File: config.mk
export PLATFORM = sky130hd
export DESIGN_NAME = vspc_top
export DESIGN_NICKNAME = d
export VERILOG_FILES = /design/src/vspc_pkg.sv /design/src/vspc_serial.sv /design/src/vspc_top.sv
export SDC_FILE = /design/constraint.sdc
export NUM_CORES = 1
export LEC_CHECK = 0
export BUFFER_PORTS_ARGS = -buffer_cell sky130_fd_sc_hd__buf_2
export CAP_MARGIN = 20
export CORE_MARGIN = 2
export CORE_UTILIZATION = 56
export DETAILED_ROUTE_END_ITERATION = 8
export GPL_TIMING_DRIVEN = 0
export PLACE_DENSITY_LB_ADDON = 0.08
export SLEW_MARGIN = 30
export SYNTH_ARGS = -nofsm -noshare
export SYNTH_HDL_FRONTEND = slang
export SYNTH_SLANG_ARGS = --single-unit
File: constraint.sdc
create_clock -name ref_clk -period 4.11 [get_ports ref_clk]
set_clock_uncertainty 0.1 [all_clocks]
set_input_delay 0.822 -clock ref_clk [delete_from_list [all_inputs] [get_ports ref_clk]]
set_output_delay 0.822 -clock ref_clk [all_outputs]
set_load 0.005 [all_outputs]
File: src/vspc_pkg.sv
// Register map, field positions, reset values and timing constants for sync processing
package vspc_pkg;
  // Register offsets on the two-wire port
  localparam logic [7:0] ADDR_SEP_THRESH  = 8'h11;
  localparam logic [7:0] ADDR_HCTL        = 8'h12;
  localparam logic [7:0] ADDR_HWIDTH      = 8'h13;
  localparam logic [7:0] ADDR_VCTL        = 8'h14;
  localparam logic [7:0] ADDR_VWIDTH      = 8'h15;
  localparam logic [7:0] ADDR_PRE_COAST   = 8'h16;
  localparam logic [7:0] ADDR_POST_COAST  = 8'h17;
  localparam logic [7:0] ADDR_COAST_CTL   = 8'h18;
  // Reset values
  localparam logic [7:0] RST_SEP_THRESH   = 8'h20;
  localparam logic [7:0] RST_HCTL         = 8'h18;
  localparam logic [7:0] RST_HWIDTH       = 8'h20;
  localparam logic [7:0] RST_VCTL         = 8'h18;
  localparam logic [7:0] RST_VWIDTH       = 8'h0a;
  localparam logic [7:0] RST_PRE_COAST    = 8'h00;
  localparam logic [7:0] RST_POST_COAST   = 8'h00;
  localparam logic [7:0] RST_COAST_CTL    = 8'h20;
  // Field positions; bits 7 to 3 are shared by horizontal and vertical control
  localparam int SRC_OVR  = 7;
  localparam int SRC_SEL  = 6;
  localparam int POL_OVR  = 5;
  localparam int POL_IN   = 4;
  localparam int POL_OUT  = 3;
  localparam int V_FILTER = 2;
  localparam int V_WIDTH  = 1;
  localparam int COAST_EXT = 7;
  // Timing
  localparam int CLK_PERIOD_NS = 20;
  localparam int H_ACT_NS      = 100000;
  localparam int V_ACT_NS      = 20000000;
  localparam int SEP_WIDE_NS   = 10000;
  localparam int H_ACT_CYCLES  = H_ACT_NS / CLK_PERIOD_NS;
  localparam int V_ACT_CYCLES  = V_ACT_NS / CLK_PERIOD_NS;
  localparam int SEP_WIDE_CYCLES = (SEP_WIDE_NS + CLK_PERIOD_NS - 1) / CLK_PERIOD_NS;
endpackage : vspc_pkg

File: src/vspc_serial.sv
// Two-wire serial register port slave with auto-incrementing register pointer
`timescale 1ns/100ps
`default_nettype none
module vspc_serial #(
  parameter logic [6:0] DEV_ADDR = 7'h4c  // Arbitrary value
) (
  input  wire logic       ref_clk,
  input  wire logic       rstn,
  input  wire logic       scl_in,
  input  wire logic       sda_in,
  output var  logic       sda_out,
  output var  logic       sda_oe,
  output var  logic [7:0] reg_addr,
  input  wire logic [7:0] reg_rdata,
  output var  logic       wr_en,
  output var  logic [7:0] wr_addr,
  output var  logic [7:0] wr_data
);
  typedef enum logic [2:0] {
    SP_IDLE = 3'b000, SP_ADDR = 3'b001, SP_ACKA = 3'b011, SP_WR = 3'b010,
    SP_ACKW = 3'b110, SP_RD = 3'b111, SP_ACKR = 3'b101
  } vspc_sp_t;
  typedef struct packed {
    vspc_sp_t   state;
    logic       scl_d, sda_d, rw, first;
    logic [3:0] bitc;
    logic [7:0] sh, ptr, waddr, wdata;
    logic       wr, oe;
  } vspc_ser_t;
  vspc_ser_t st, next_st;
  logic rise, fall;

  always_comb begin
    next_st = st;
    next_st.scl_d = scl_in;
    next_st.sda_d = sda_in;
    next_st.wr = 1'b0;
    rise = scl_in & ~st.scl_d;
    fall = ~scl_in & st.scl_d;
    if (scl_in && st.scl_d && st.sda_d && !sda_in) begin
      next_st.state = SP_ADDR;
      next_st.bitc = 4'h0;
      next_st.oe = 1'b0;
    end else if (scl_in && st.scl_d && !st.sda_d && sda_in) begin
      next_st.state = SP_IDLE;
      next_st.oe = 1'b0;
    end else if (rise) begin
      case (st.state)
        SP_ADDR, SP_WR: begin
          next_st.sh = {st.sh[6:0], sda_in};
          next_st.bitc = st.bitc + 4'h1;
        end
        SP_ACKR: if (sda_in) next_st.state = SP_IDLE;  // Master refused more data
        default: ;
      endcase
    end else if (fall) begin
      case (st.state)
        SP_ADDR: if (st.bitc == 4'h8) begin
          next_st.bitc = 4'h0;
          if (st.sh[7:1] == DEV_ADDR) begin
            next_st.rw = st.sh[0];
            next_st.oe = 1'b1;
            next_st.state = SP_ACKA;
          end else begin
            next_st.state = SP_IDLE;
          end
        end
        SP_ACKA, SP_ACKR: begin
          if (st.rw) begin
            next_st.sh = reg_rdata;
            next_st.oe = ~reg_rdata[7];
            next_st.bitc = 4'h1;
            next_st.state = SP_RD;
          end else begin
            next_st.oe = 1'b0;
            next_st.first = 1'b1;
            next_st.state = SP_WR;
          end
        end
        SP_WR: if (st.bitc == 4'h8) begin
          next_st.bitc = 4'h0;
          next_st.oe = 1'b1;
          next_st.state = SP_ACKW;
          next_st.first = 1'b0;
          if (st.first) begin
            next_st.ptr = st.sh;
          end else begin
            next_st.wr = 1'b1;
            next_st.waddr = st.ptr;
            next_st.wdata = st.sh;
            next_st.ptr = st.ptr + 8'h01;
          end
        end
        SP_ACKW: begin
          next_st.oe = 1'b0;
          next_st.state = SP_WR;
        end
        SP_RD: begin
          if (st.bitc == 4'h8) begin
            next_st.oe = 1'b0;
            next_st.ptr = st.ptr + 8'h01;
            next_st.state = SP_ACKR;
          end else begin
            next_st.oe = ~st.sh[3'(4'h7 - st.bitc)];
            next_st.bitc = st.bitc + 4'h1;
          end
        end
        default: ;
      endcase
    end
  end

  always_ff @(posedge ref_clk) begin
    if (!rstn) begin
      st <= '0;
      st.scl_d <= 1'b1;
      st.sda_d <= 1'b1;
    end else begin
      st <= next_st;
    end
  end

  // Open drain: the pin is only ever pulled low
  assign sda_out  = 1'b0;
  assign sda_oe   = st.oe;
  assign reg_addr = st.ptr;
  assign wr_en    = st.wr;
  assign wr_addr  = st.waddr;
  assign wr_data  = st.wdata;
endmodule : vspc_serial
`default_nettype wire

File: src/vspc_top.sv
// Sync source selection, polarity handling, sync regeneration and coast generation
`timescale 1ns/100ps
`default_nettype none
module vspc_top #(
  parameter logic [6:0]  DEV_ADDR    = 7'h4c,  // Arbitrary value
  parameter logic [19:0] H_ACT_LIMIT = 20'(vspc_pkg::H_ACT_CYCLES),
  parameter logic [19:0] V_ACT_LIMIT = 20'(vspc_pkg::V_ACT_CYCLES)
) (
  input  wire logic        ref_clk,
  input  wire logic        rstn,
  input  wire logic        scl_in,
  input  wire logic        sda_in,
  output var  logic        sda_out,
  output var  logic        sda_oe,
  input  wire logic        horizontal_input_a,
  input  wire logic        horizontal_input_b,
  input  wire logic        vertical_input_a,
  input  wire logic        vertical_input_b,
  input  wire logic        input_channel_sel,
  input  wire logic        sync_on_green_input,
  input  wire logic [7:0]  composite_level,
  input  wire logic        external_coast,
  output var  logic        hsync_out,
  output var  logic        vsync_out,
  output var  logic        coast_out,
  output var  logic [11:0] lines_per_vsync
);
  typedef struct packed {
    logic [7:0]        thresh, hctl, hwid, vctl, vwid, pre, post, cctl;
    logic [2:0]        src_d;
    logic [2:0][19:0]  act;
    logic [1:0][11:0]  acc;
    logic [11:0]       seprun;
    logic              sep_vs, h_d, vfilt, v_d, hout, vout, cout;
    logic [7:0]        hcnt, vcnt;
    logic [11:0]       lines, frame_len;
  } vspc_state_t;
  vspc_state_t st, next_st;

  logic [7:0]  reg_addr, reg_rdata, wr_addr, wr_data;
  logic        wr_en;
  logic        h_pin, v_pin, h_use_sog, v_use_sep, h_raw, v_raw;
  logic        act_h, act_sog, act_v, h_hi, v_hi, h_n, v_n, h_lead;
  logic        v_sig, v_lead, sep_cmp, coast_int;
  logic [2:0]  src;
  logic [12:0] pre_sum;

  vspc_serial #(.DEV_ADDR(DEV_ADDR)) u_serial (
    .ref_clk   (ref_clk),
    .rstn      (rstn),
    .scl_in    (scl_in),
    .sda_in    (sda_in),
    .sda_out   (sda_out),
    .sda_oe    (sda_oe),
    .reg_addr  (reg_addr),
    .reg_rdata (reg_rdata),
    .wr_en     (wr_en),
    .wr_addr   (wr_addr),
    .wr_data   (wr_data)
  );

  ////////////////////////////////////////////////////////////////////////////
  always_comb begin
    case (reg_addr)
      vspc_pkg::ADDR_SEP_THRESH: reg_rdata = st.thresh;
      vspc_pkg::ADDR_HCTL:       reg_rdata = st.hctl;
      vspc_pkg::ADDR_HWIDTH:     reg_rdata = st.hwid;
      vspc_pkg::ADDR_VCTL:       reg_rdata = st.vctl;
      vspc_pkg::ADDR_VWIDTH:     reg_rdata = st.vwid;
      vspc_pkg::ADDR_PRE_COAST:  reg_rdata = st.pre;
      vspc_pkg::ADDR_POST_COAST: reg_rdata = st.post;
      vspc_pkg::ADDR_COAST_CTL:  reg_rdata = st.cctl;
      default:                   reg_rdata = 8'h00;
    endcase
  end

  ////////////////////////////////////////////////////////////////////////////
  always_comb begin
    next_st = st;
    if (wr_en) begin
      case (wr_addr)
        vspc_pkg::ADDR_SEP_THRESH: next_st.thresh = wr_data;
        vspc_pkg::ADDR_HCTL:       next_st.hctl = wr_data;
        vspc_pkg::ADDR_HWIDTH:     next_st.hwid = wr_data;
        vspc_pkg::ADDR_VCTL:       next_st.vctl = wr_data;
        vspc_pkg::ADDR_VWIDTH:     next_st.vwid = wr_data;
        vspc_pkg::ADDR_PRE_COAST:  next_st.pre = wr_data;
        vspc_pkg::ADDR_POST_COAST: next_st.post = wr_data;
        vspc_pkg::ADDR_COAST_CTL:  next_st.cctl = wr_data;
        default: ;
      endcase
    end
    h_pin = input_channel_sel ? horizontal_input_b : horizontal_input_a;
    v_pin = input_channel_sel ? vertical_input_b : vertical_input_a;
    // Activity: a source is live if it toggled within its timeout
    src = {v_pin, sync_on_green_input, h_pin};
    next_st.src_d = src;
    for (int i = 0; i < 3; i++) begin
      if (src[i] != st.src_d[i]) begin
        next_st.act[i] = 20'h0_0000;
      end else if (st.act[i] != ((i == 2) ? V_ACT_LIMIT : H_ACT_LIMIT)) begin
        next_st.act[i] = st.act[i] + 20'h0_0001;
      end
    end
    act_h   = st.act[0] != H_ACT_LIMIT;
    act_sog = st.act[1] != H_ACT_LIMIT;
    act_v   = st.act[2] != V_ACT_LIMIT;
    if (st.hctl[vspc_pkg::SRC_OVR] || (act_h && act_sog)) begin
      h_use_sog = st.hctl[vspc_pkg::SRC_SEL];
    end else begin
      h_use_sog = !act_h && act_sog;
    end
    h_raw = h_use_sog ? sync_on_green_input : h_pin;
    // Separator: a long stay below threshold marks vertical sync
    sep_cmp = composite_level < st.thresh;
    next_st.seprun = sep_cmp ? ((st.seprun == 12'hfff) ? st.seprun : st.seprun + 12'h001) : 12'h000;
    next_st.sep_vs = st.seprun >= 12'(vspc_pkg::SEP_WIDE_CYCLES);
    v_use_sep = st.vctl[vspc_pkg::SRC_OVR] ? st.vctl[vspc_pkg::SRC_SEL] : !act_v;
    v_raw = v_use_sep ? st.sep_vs : v_pin;
    // Polarity: the level held for less time is the active one
    for (int i = 0; i < 2; i++) begin
      if ((i == 0) ? h_raw : v_raw) begin
        if (st.acc[i] != 12'h7ff) next_st.acc[i] = st.acc[i] + 12'h001;
      end else if (st.acc[i] != 12'h800) begin
        next_st.acc[i] = st.acc[i] - 12'h001;
      end
    end
    h_hi = st.hctl[vspc_pkg::POL_OVR] ? st.hctl[vspc_pkg::POL_IN] : st.acc[0][11];
    v_hi = st.vctl[vspc_pkg::POL_OVR] ? st.vctl[vspc_pkg::POL_IN] : st.acc[1][11];
    h_n = h_raw ~^ h_hi;
    v_n = v_raw ~^ v_hi;
    // Horizontal regeneration
    next_st.h_d = h_n;
    h_lead = h_n & ~st.h_d;
    if (h_lead) begin
      next_st.hcnt = st.hwid;
    end else if (st.hcnt != 8'h00) begin
      next_st.hcnt = st.hcnt - 8'h01;
    end
    next_st.hout = (next_st.hcnt != 8'h00) ~^ st.hctl[vspc_pkg::POL_OUT];
    // Filter samples vertical only at line starts, rejecting mid-line glitches
    if (h_lead) next_st.vfilt = v_n;
    v_sig = st.vctl[vspc_pkg::V_FILTER] ? st.vfilt : v_n;
    next_st.v_d = v_sig;
    v_lead = v_sig & ~st.v_d;
    if (v_lead) begin
      next_st.vcnt = st.vwid;
    end else if (h_lead && st.vcnt != 8'h00) begin
      next_st.vcnt = st.vcnt - 8'h01;
    end
    if (st.vctl[vspc_pkg::V_WIDTH]) begin
      next_st.vout = (next_st.vcnt != 8'h00) ~^ st.vctl[vspc_pkg::POL_OUT];
    end else begin
      next_st.vout = v_sig ~^ st.vctl[vspc_pkg::POL_OUT];
    end
    // Line counting per frame; frame length is trusted only when filtered
    if (v_lead) begin
      next_st.lines = 12'h000;
      if (st.vctl[vspc_pkg::V_FILTER]) next_st.frame_len = st.lines;
    end else if (h_lead && st.lines != 12'hfff) begin
      next_st.lines = st.lines + 12'h001;
    end
    // Pre-coast predicts the next vertical from the last frame length
    pre_sum = {1'b0, st.lines} + {5'h00, st.pre};
    coast_int = (st.frame_len != 12'h000 && st.pre != 8'h00 && pre_sum >= {1'b0, st.frame_len})
              || (st.lines < {4'h0, st.post});
    next_st.cout = st.cctl[vspc_pkg::COAST_EXT] ? external_coast : coast_int;
  end

  always_ff @(posedge ref_clk) begin
    if (!rstn) begin
      st <= '0;
      st.thresh <= vspc_pkg::RST_SEP_THRESH;
      st.hctl <= vspc_pkg::RST_HCTL;
      st.hwid <= vspc_pkg::RST_HWIDTH;
      st.vctl <= vspc_pkg::RST_VCTL;
      st.vwid <= vspc_pkg::RST_VWIDTH;
      st.pre <= vspc_pkg::RST_PRE_COAST;
      st.post <= vspc_pkg::RST_POST_COAST;
      st.cctl <= vspc_pkg::RST_COAST_CTL;
      st.act <= {V_ACT_LIMIT, H_ACT_LIMIT, H_ACT_LIMIT};
      st.lines <= 12'hfff;
    end else begin
      st <= next_st;
    end
  end

  assign hsync_out = st.hout;
  assign vsync_out = st.vout;
  assign coast_out = st.cout;
  assign lines_per_vsync = st.frame_len;

  ////////////////////////////////////////////////////////////////////////////
  AST_HSRC_OVR: assert property (@(posedge ref_clk) disable iff (!rstn)
    st.hctl[7] |-> (h_raw == (st.hctl[6] ? sync_on_green_input : h_pin)))
    else $error("horizontal source override ignored");
  AST_HSRC_BOTH: assert property (@(posedge ref_clk) disable iff (!rstn)
    (!st.hctl[7] && act_h && act_sog) |-> (h_use_sog == st.hctl[6]))
    else $error("horizontal select ignored with both sources live");
  AST_HPOL: assert property (@(posedge ref_clk) disable iff (!rstn)
    st.hctl[5] |-> (h_n == (st.hctl[4] ? h_raw : !h_raw)))
    else $error("horizontal polarity override ignored");
  AST_HWIDTH: assert property (@(posedge ref_clk) disable iff (!rstn)
    (h_lead && !wr_en && st.hwid != 8'h00) |=>
      (st.hcnt == $past(st.hwid)) ##1 (st.hcnt == $past(st.hcnt) - 8'h01 || h_lead))
    else $error("horizontal pulse count wrong");
  AST_HOUT_POL: assert property (@(posedge ref_clk) disable iff (!rstn)
    (st.hcnt == 8'h00 && !h_lead) |=> (hsync_out == !$past(st.hctl[3])))
    else $error("idle horizontal output level wrong");
  AST_VSRC: assert property (@(posedge ref_clk) disable iff (!rstn)
    st.vctl[7] |-> (v_raw == (st.vctl[6] ? st.sep_vs : v_pin)))
    else $error("vertical source override ignored");
  AST_VPASS: assert property (@(posedge ref_clk) disable iff (!rstn)
    !st.vctl[1] |=> (vsync_out == ($past(v_sig) ~^ $past(st.vctl[3]))))
    else $error("vertical output not passed through");
  AST_COAST_EXT: assert property (@(posedge ref_clk) disable iff (!rstn)
    st.cctl[7] |=> (coast_out == $past(external_coast)))
    else $error("external coast not used");
  AST_POSTCOAST: assert property (@(posedge ref_clk) disable iff (!rstn)
    (!st.cctl[7] && st.lines < {4'h0, st.post}) |=> coast_out)
    else $error("post coast window missed");
endmodule : vspc_top
`default_nettype wire

======== Yosys cells after proc, flatten, opt, wreduce, memory -nomap -nowiden ========
Cells that the tools add are included.
word-level totals
  register bits after elaboration ......... 255
  input port bits ......................... 19
  word-level logic and storage cells ...... 285
operators by class
  $add $sub $neg .......................... 15
  $lt $le $gt $ge ......................... 5
  equal/unequal tests ..................... 57
  mux-type cells .......................... 77
  bitwise logic cells ..................... 21
  reductions and logical operators ........ 68
operators by type and width
  cell                   number
  $mux 12                13
  $mux 26                6
  $eq 8x5->1 const B     16
  $pmux 8 s8             1
  $add 20x1->20 const B  3
  $mux 8                 7
  $mux 13                4
  $add 12x1->12 const B  4
  $reduce_bool 8->1      6
  $reduce_and 7->1       6
  $mux 20                2
  $ne 20x13->1 const B   2
  $mux 38                1
  $ne 12x12->1 const B   3
  $mux 17                2
  $mux 5                 5
  $mux 3                 8
  $ne 12x11->1 const B   2
  $reduce_and 2->1       12
  $sub 12x1->12 const B  2
  $ne 20x20->1 const B   1
  $ne 5x1->1 const B     4
  $reduce_bool 2->1      10
  $mux 1                 19
  47 further kinds       104

======== Depth between registers and ports, before layout ========
  word-level depth ........................ 13
  mapped depth ............................ 19

======== Hierarchy ========
A second synthesis with hierarchy kept.
second synthesis, totals
  cells, all modules ...................... 1739
  area, all modules ....................... 14560.2 sq um
by module, submodules not included
  module       times used  cells an instance  area an instance (sq um)
  vspc_top     1           1357               11588.6
  vspc_serial  1           382                2971.6

======== Worst setup path after synthesis ========
Ideal clock, no wire load.
  kind .................................... input-to-reg
  start ................................... in input_channel_sel
  end ..................................... reg st[82] (netlist bit)
  arrival time ............................ 4228 ps
  data required time ...................... 3890 ps
  slack ................................... -338 ps
  stages .................................. 14
  path through ............................ mux2_2 > mux2i_1 > ha_1 > a21o_1 > a21oi_1 > o21bai_1 > a21oi_1 > o21bai_1 > a21oi_1 > o21bai_1 > a2111oi_0 > nor3_1 > o2111a_1 > a211o_1
on the way
  word-level cells in the longest chain between the ends .. 4
RTL lines
  what                                                                     RTL line         text
  start: declaration                                                       vspc_top.sv:19   input wire logic input_channel_sel,
  $mux 1 *                                                                 vspc_top.sv:94   v_pin = input_channel_sel ? vertical_input_b : vertical_input_a;
  $mux 1 *                                                                 vspc_top.sv:119  v_raw = v_use_sep ? st.sep_vs : v_pin;
  $ne 2x1->1 (no source line) / $reduce_bool 2->1 (equally long branches)  -
  $reduce_and 2->1 (no source line)                                        -
  end signal: assignment                                                   vspc_top.sv:184  st <= next_st;
  end: declaration                                                         vspc_top.sv:38   vspc_state_t st, next_st;
Every way passes the cells marked *; elsewhere a longest branch is shown, timed or not.
A chain may end at the register's enable or synchronous reset.

======== Final worst setup path ========
  start ................................... reg st[105] (netlist bit)
  end ..................................... reg st[70] (netlist bit)
on the way
  word-level cells in the longest chain between the ends .. 7
RTL lines
  what                                                                     RTL line         text
  $ne 20x13->1 *                                                           vspc_top.sv:106  act_sog = st.act[1] != H_ACT_LIMIT;
  $logic_and 1x1->1                                                        vspc_top.sv:108  if (st.hctl[vspc_pkg::SRC_OVR] || (act_h && act_sog)) begin
  $logic_or 1x1->1                                                         vspc_top.sv:108
  $mux 1 *                                                                 vspc_top.sv:108
  $mux 1 *                                                                 vspc_top.sv:113  h_raw = h_use_sog ? sync_on_green_input : h_pin;
  $ne 2x1->1 (no source line) / $reduce_bool 2->1 (equally long branches)  -
  $reduce_and 2->1 (no source line)                                        -
Marked as above.

==> results.sh <==
export IMPL_powerDensity_nw_per_um2=510
export IMPL_fill_cells=2072
export IMPL_worstMarginPinSlew_ns=0.773
export IMPL_cts_tree="built"
export IMPL_clockRootBuffer="clkbuf_16"
export IMPL_synth_flop_cell="dfxtp_1"
export IMPL_drcViolationCount=0
export IMPL_die_y_microns=161
export IMPL_power_switching_w=0.00254
export IMPL_fp_coreArea_sq_um=24200
export IMPL_min_period_ns=4.05
export IMPL_ant_nets=0
export IMPL_fmax_mhz=247
export IMPL_ff_latch_area_sq_um=5120
export IMPL_synth_area_leaders="dfxtp_1 (37%), ha_1 (7.0%), nor2_1 (6.0%)"
export IMPL_syn_mean_instance_area_sq_um=8.33
export IMPL_clk_pin_slew_ns=0.06
export IMPL_gp_congestion=0.919
export IMPL_grt_max_degree=15
export IMPL_placed_cells=2004
export IMPL_status="completed"
export IMPL_grt_usage=0.266
export IMPL_cp_max_fo=4
export IMPL_firstDrtPassIters=7
export IMPL_multi_input_area_sq_um=8110
export IMPL_crit_arrival_ns=4.37
export IMPL_hold_class="reg -> reg"
export IMPL_via_count=11800
export IMPL_synthToLayoutAreaGrowth_pct=14.2
export IMPL_max_slew_margin=0.485
export IMPL_endpoint_kind="flop"
export IMPL_yosysMostFrequentCell="dfxtp_1"
export IMPL_synth_top_cell_area_share=0.372
export IMPL_clk_path_buf_depth=3
export IMPL_crit_required_ns=4.43
export IMPL_fin_cells=2078
export IMPL_worst_slack_ns=0.0551
export IMPL_place_area_sq_um=14300
export IMPL_antenna_found_initial=0
export IMPL_wl_mm=34.6
export IMPL_min_from="st[151]$_SDFFE_PN1P_"
export IMPL_cp_start_kind="flop"
export IMPL_maxCapViolations=0
export IMPL_clkSinkCount=255
export IMPL_post_route_period_util=0.987
export IMPL_power_frac_clock=0.339
export IMPL_ys_seq_elements=255
export IMPL_synthCells=1647
export IMPL_yosys_top_cells_count="dfxtp_1 (255), nor2_1 (219), nand2_1 (130), a21oi_1 (107), inv_1 (80)"
export IMPL_p_sw_frac=0.317
export IMPL_syn_nets=1746
export IMPL_place_ws_ns=-0.759
export IMPL_power_w=0.00800
export IMPL_die_w_microns=161
export IMPL_antennaDiodeCount=0
export IMPL_std_cell_rows=57
export IMPL_leakagePower_nw=6.21
export IMPL_fin_nets=1833
export IMPL_hold_buffers=0
export IMPL_yosysTopAreaCell="dfxtp_1"
export IMPL_post_drt_wl_per_cell_microns=16.6
export IMPL_clock_latency_ns=0.55
export IMPL_p_comb_frac=0.284
export IMPL_numCtsBuffers=30
export IMPL_critical_path_startpoint="st[105]$_SDFFE_PP0N_"
export IMPL_drive_gt1_frac=0.102
export IMPL_yosys_warnings=0
export IMPL_dieArea_sq_um=25800
export IMPL_p_seq_frac=0.377
export IMPL_grt_pass1_vias=11400
export IMPL_fin_area_sq_um=15700
export IMPL_routed_via_density=5.70
export IMPL_grt_pass1_wl_mm=57.2
export IMPL_grt_overflow_total=0
export IMPL_p_int_w=0.00546
export IMPL_ir_drop_mv=0.474
export IMPL_initial_utilization=0.568
export IMPL_critPathKind="reg -> reg"
export IMPL_crit_reg2reg_launch="st[105]$_SDFFE_PP0N_"
export IMPL_io_buffers=33
export IMPL_finalHoldViolCount=0
export IMPL_slew_viol_final=0
export IMPL_syn_area_sq_um=13700
export IMPL_rsz0062_at_grt="yes"
export IMPL_synth_edff_count=0
export IMPL_pin_count=36
export IMPL_async_flop_share=0
export IMPL_ys_seq_area_frac=0.372
export IMPL_dpl_hpwl_mm=24.7
export IMPL_setup_violations=0
export IMPL_drtIter0Drc=827
export IMPL_synth_cell_type_count=76
export IMPL_h_tree_depth=1
-- sequential cells by signal (all words and copies together), names as in the netlist --
signal / flops
hsync_out: 1
u_serial.wr_en: 1
u_serial.sda_oe: 1
u_serial.wr_data: 8
u_serial.wr_addr: 8
vsync_out: 1
coast_out: 1
u_serial.st: 19
u_serial.reg_addr: 8
st: 195
lines_per_vsync: 12
-- routing by layer --
| layer | global-route usage | wire length, microns | vias up |
|---|---|---|---|
| li1 | - | - | 5922 |
| met1 | 0.351 | 15600 | 5590 |
| met2 | 0.441 | 16000 | 260 |
| met3 | 0.0452 | 1780 | 77 |
| met4 | 0.0962 | 1220 | 0 |
| met5 | 0 | 0 | - |
-- cells in the final DEF, fill, tap and decap left out, types with 5 or more instances in the layout --
cell type,Yosys,final
and3_1,19,19
nand2b_1,21,20
xnor2_1,60,59
a21oi_1,107,101
nand4_1,25,25
clkbuf_16,0,31
buf_4,14,36
a21o_1,11,11
clkinv_2,0,7
clkbuf_1,67,70
a21oi_2,0,6
o21ai_0,78,73
a22o_1,8,8
nand2_1,130,128
nand3_1,51,51
and2_1,19,19
nor3_1,30,29
or3_1,19,19
buf_1,5,5
nor2_1,219,219
buf_2,1,34
or2_2,6,6
nor4_1,22,19
o211ai_1,5,5
inv_1,80,80
a211oi_1,19,19
dfxtp_1,255,247
a22oi_1,39,39
dfxtp_2,0,6
mux2i_1,77,76
o21bai_1,7,7
o21ai_1,8,12
ha_1,77,76
nor2b_1,17,17
a221oi_1,8,8
a31oi_1,15,15
xor2_1,49,49
clkbuf_8,0,7
-- cell families after synthesis --
family / count (synthesis) / share of synthesized area
compound gates: 341 / 0.158
buf+inv: 168 / 0.0499
xor+xnor: 109 / 0.0696
mux: 83 / 0.0627
other cells: 1 / 0.000273
simple gates: 610 / 0.213
flops: 255 / 0.372
fa+ha+maj: 80 / 0.0746
-- worst max-delay path: stages (launching register included) --
cell	delay (ns)
dfxtp_4	0.34
nand4bb_1	0.19
or4_4	0.44
or3_4	0.37
and3b_4	0.22
nor2_4	0.20
inv_6	0.07
ha_4	0.21
a21o_1	0.17
a21oi_2	0.18
o21ai_2	0.08
a21oi_2	0.16
nand2b_4	0.14
a21boi_2	0.05
o31a_1	0.28
o41ai_2	0.24
mux2i_1	0.27
xor2_1	0.17
nor2_1	0.05
-- metrics by stage --
stage,setup TNS (ns),util,hold WS (ns)
4_1_cts,-0.0120,0.642,0.383
6_report,0,0.648,0.383
5_1_grt,-0.169,0.648,0.411
3_3_place_gp,-1.83,0.592,0.359
3_5_place_dp,-2.16,0.592,0.367
2_1_floorplan,-0.0158,-,0.346
-- final cells by class --
cell class / count / area share
Inverter: 81 / 0.0197
Clock buffer: 41 / 0.0564
Timing Repair Buffer: 55 / 0.0211
Clock inverter: 11 / 0.00846
Tap cell: 324 / 0.0259
Sequential cell: 255 / 0.327
Multi-Input combinational cell: 1224 / 0.518
Buffer: 87 / 0.0243
-- what timing repair did --
action | 4_1_cts | 5_1_grt
setup endpoints to repair | 9 | 7
gates resized for setup | 22 | 26
pin swaps | 13 | 26
buffers inserted | 15 | 7
-- path summary, 6_finish.rpt --
check / slack, ns / endpoint / cells past startpoint
worst min-delay path: 0.38 / st[151]$_SDFFE_PN1P_ / 2
worst max-delay path: 0.06 / st[70]$_SDFFE_PN0P_ / 18
worst min register to register: 0.38 / st[151]$_SDFFE_PN1P_ / 2
worst max register to register: 0.06 / st[70]$_SDFFE_PN0P_ / 18
-- power by group through the flow --
stage               logic [W]  registers [W]  clock network (W)
floorplan             0.00171        0.00297                  0
global placement      0.00204        0.00305                  0
detailed placement    0.00209        0.00305                  0
CTS                   0.00219        0.00300            0.00275
global route          0.00258        0.00305            0.00286
finish                0.00228        0.00302            0.00271
Power figures use the tool's default switching activity.
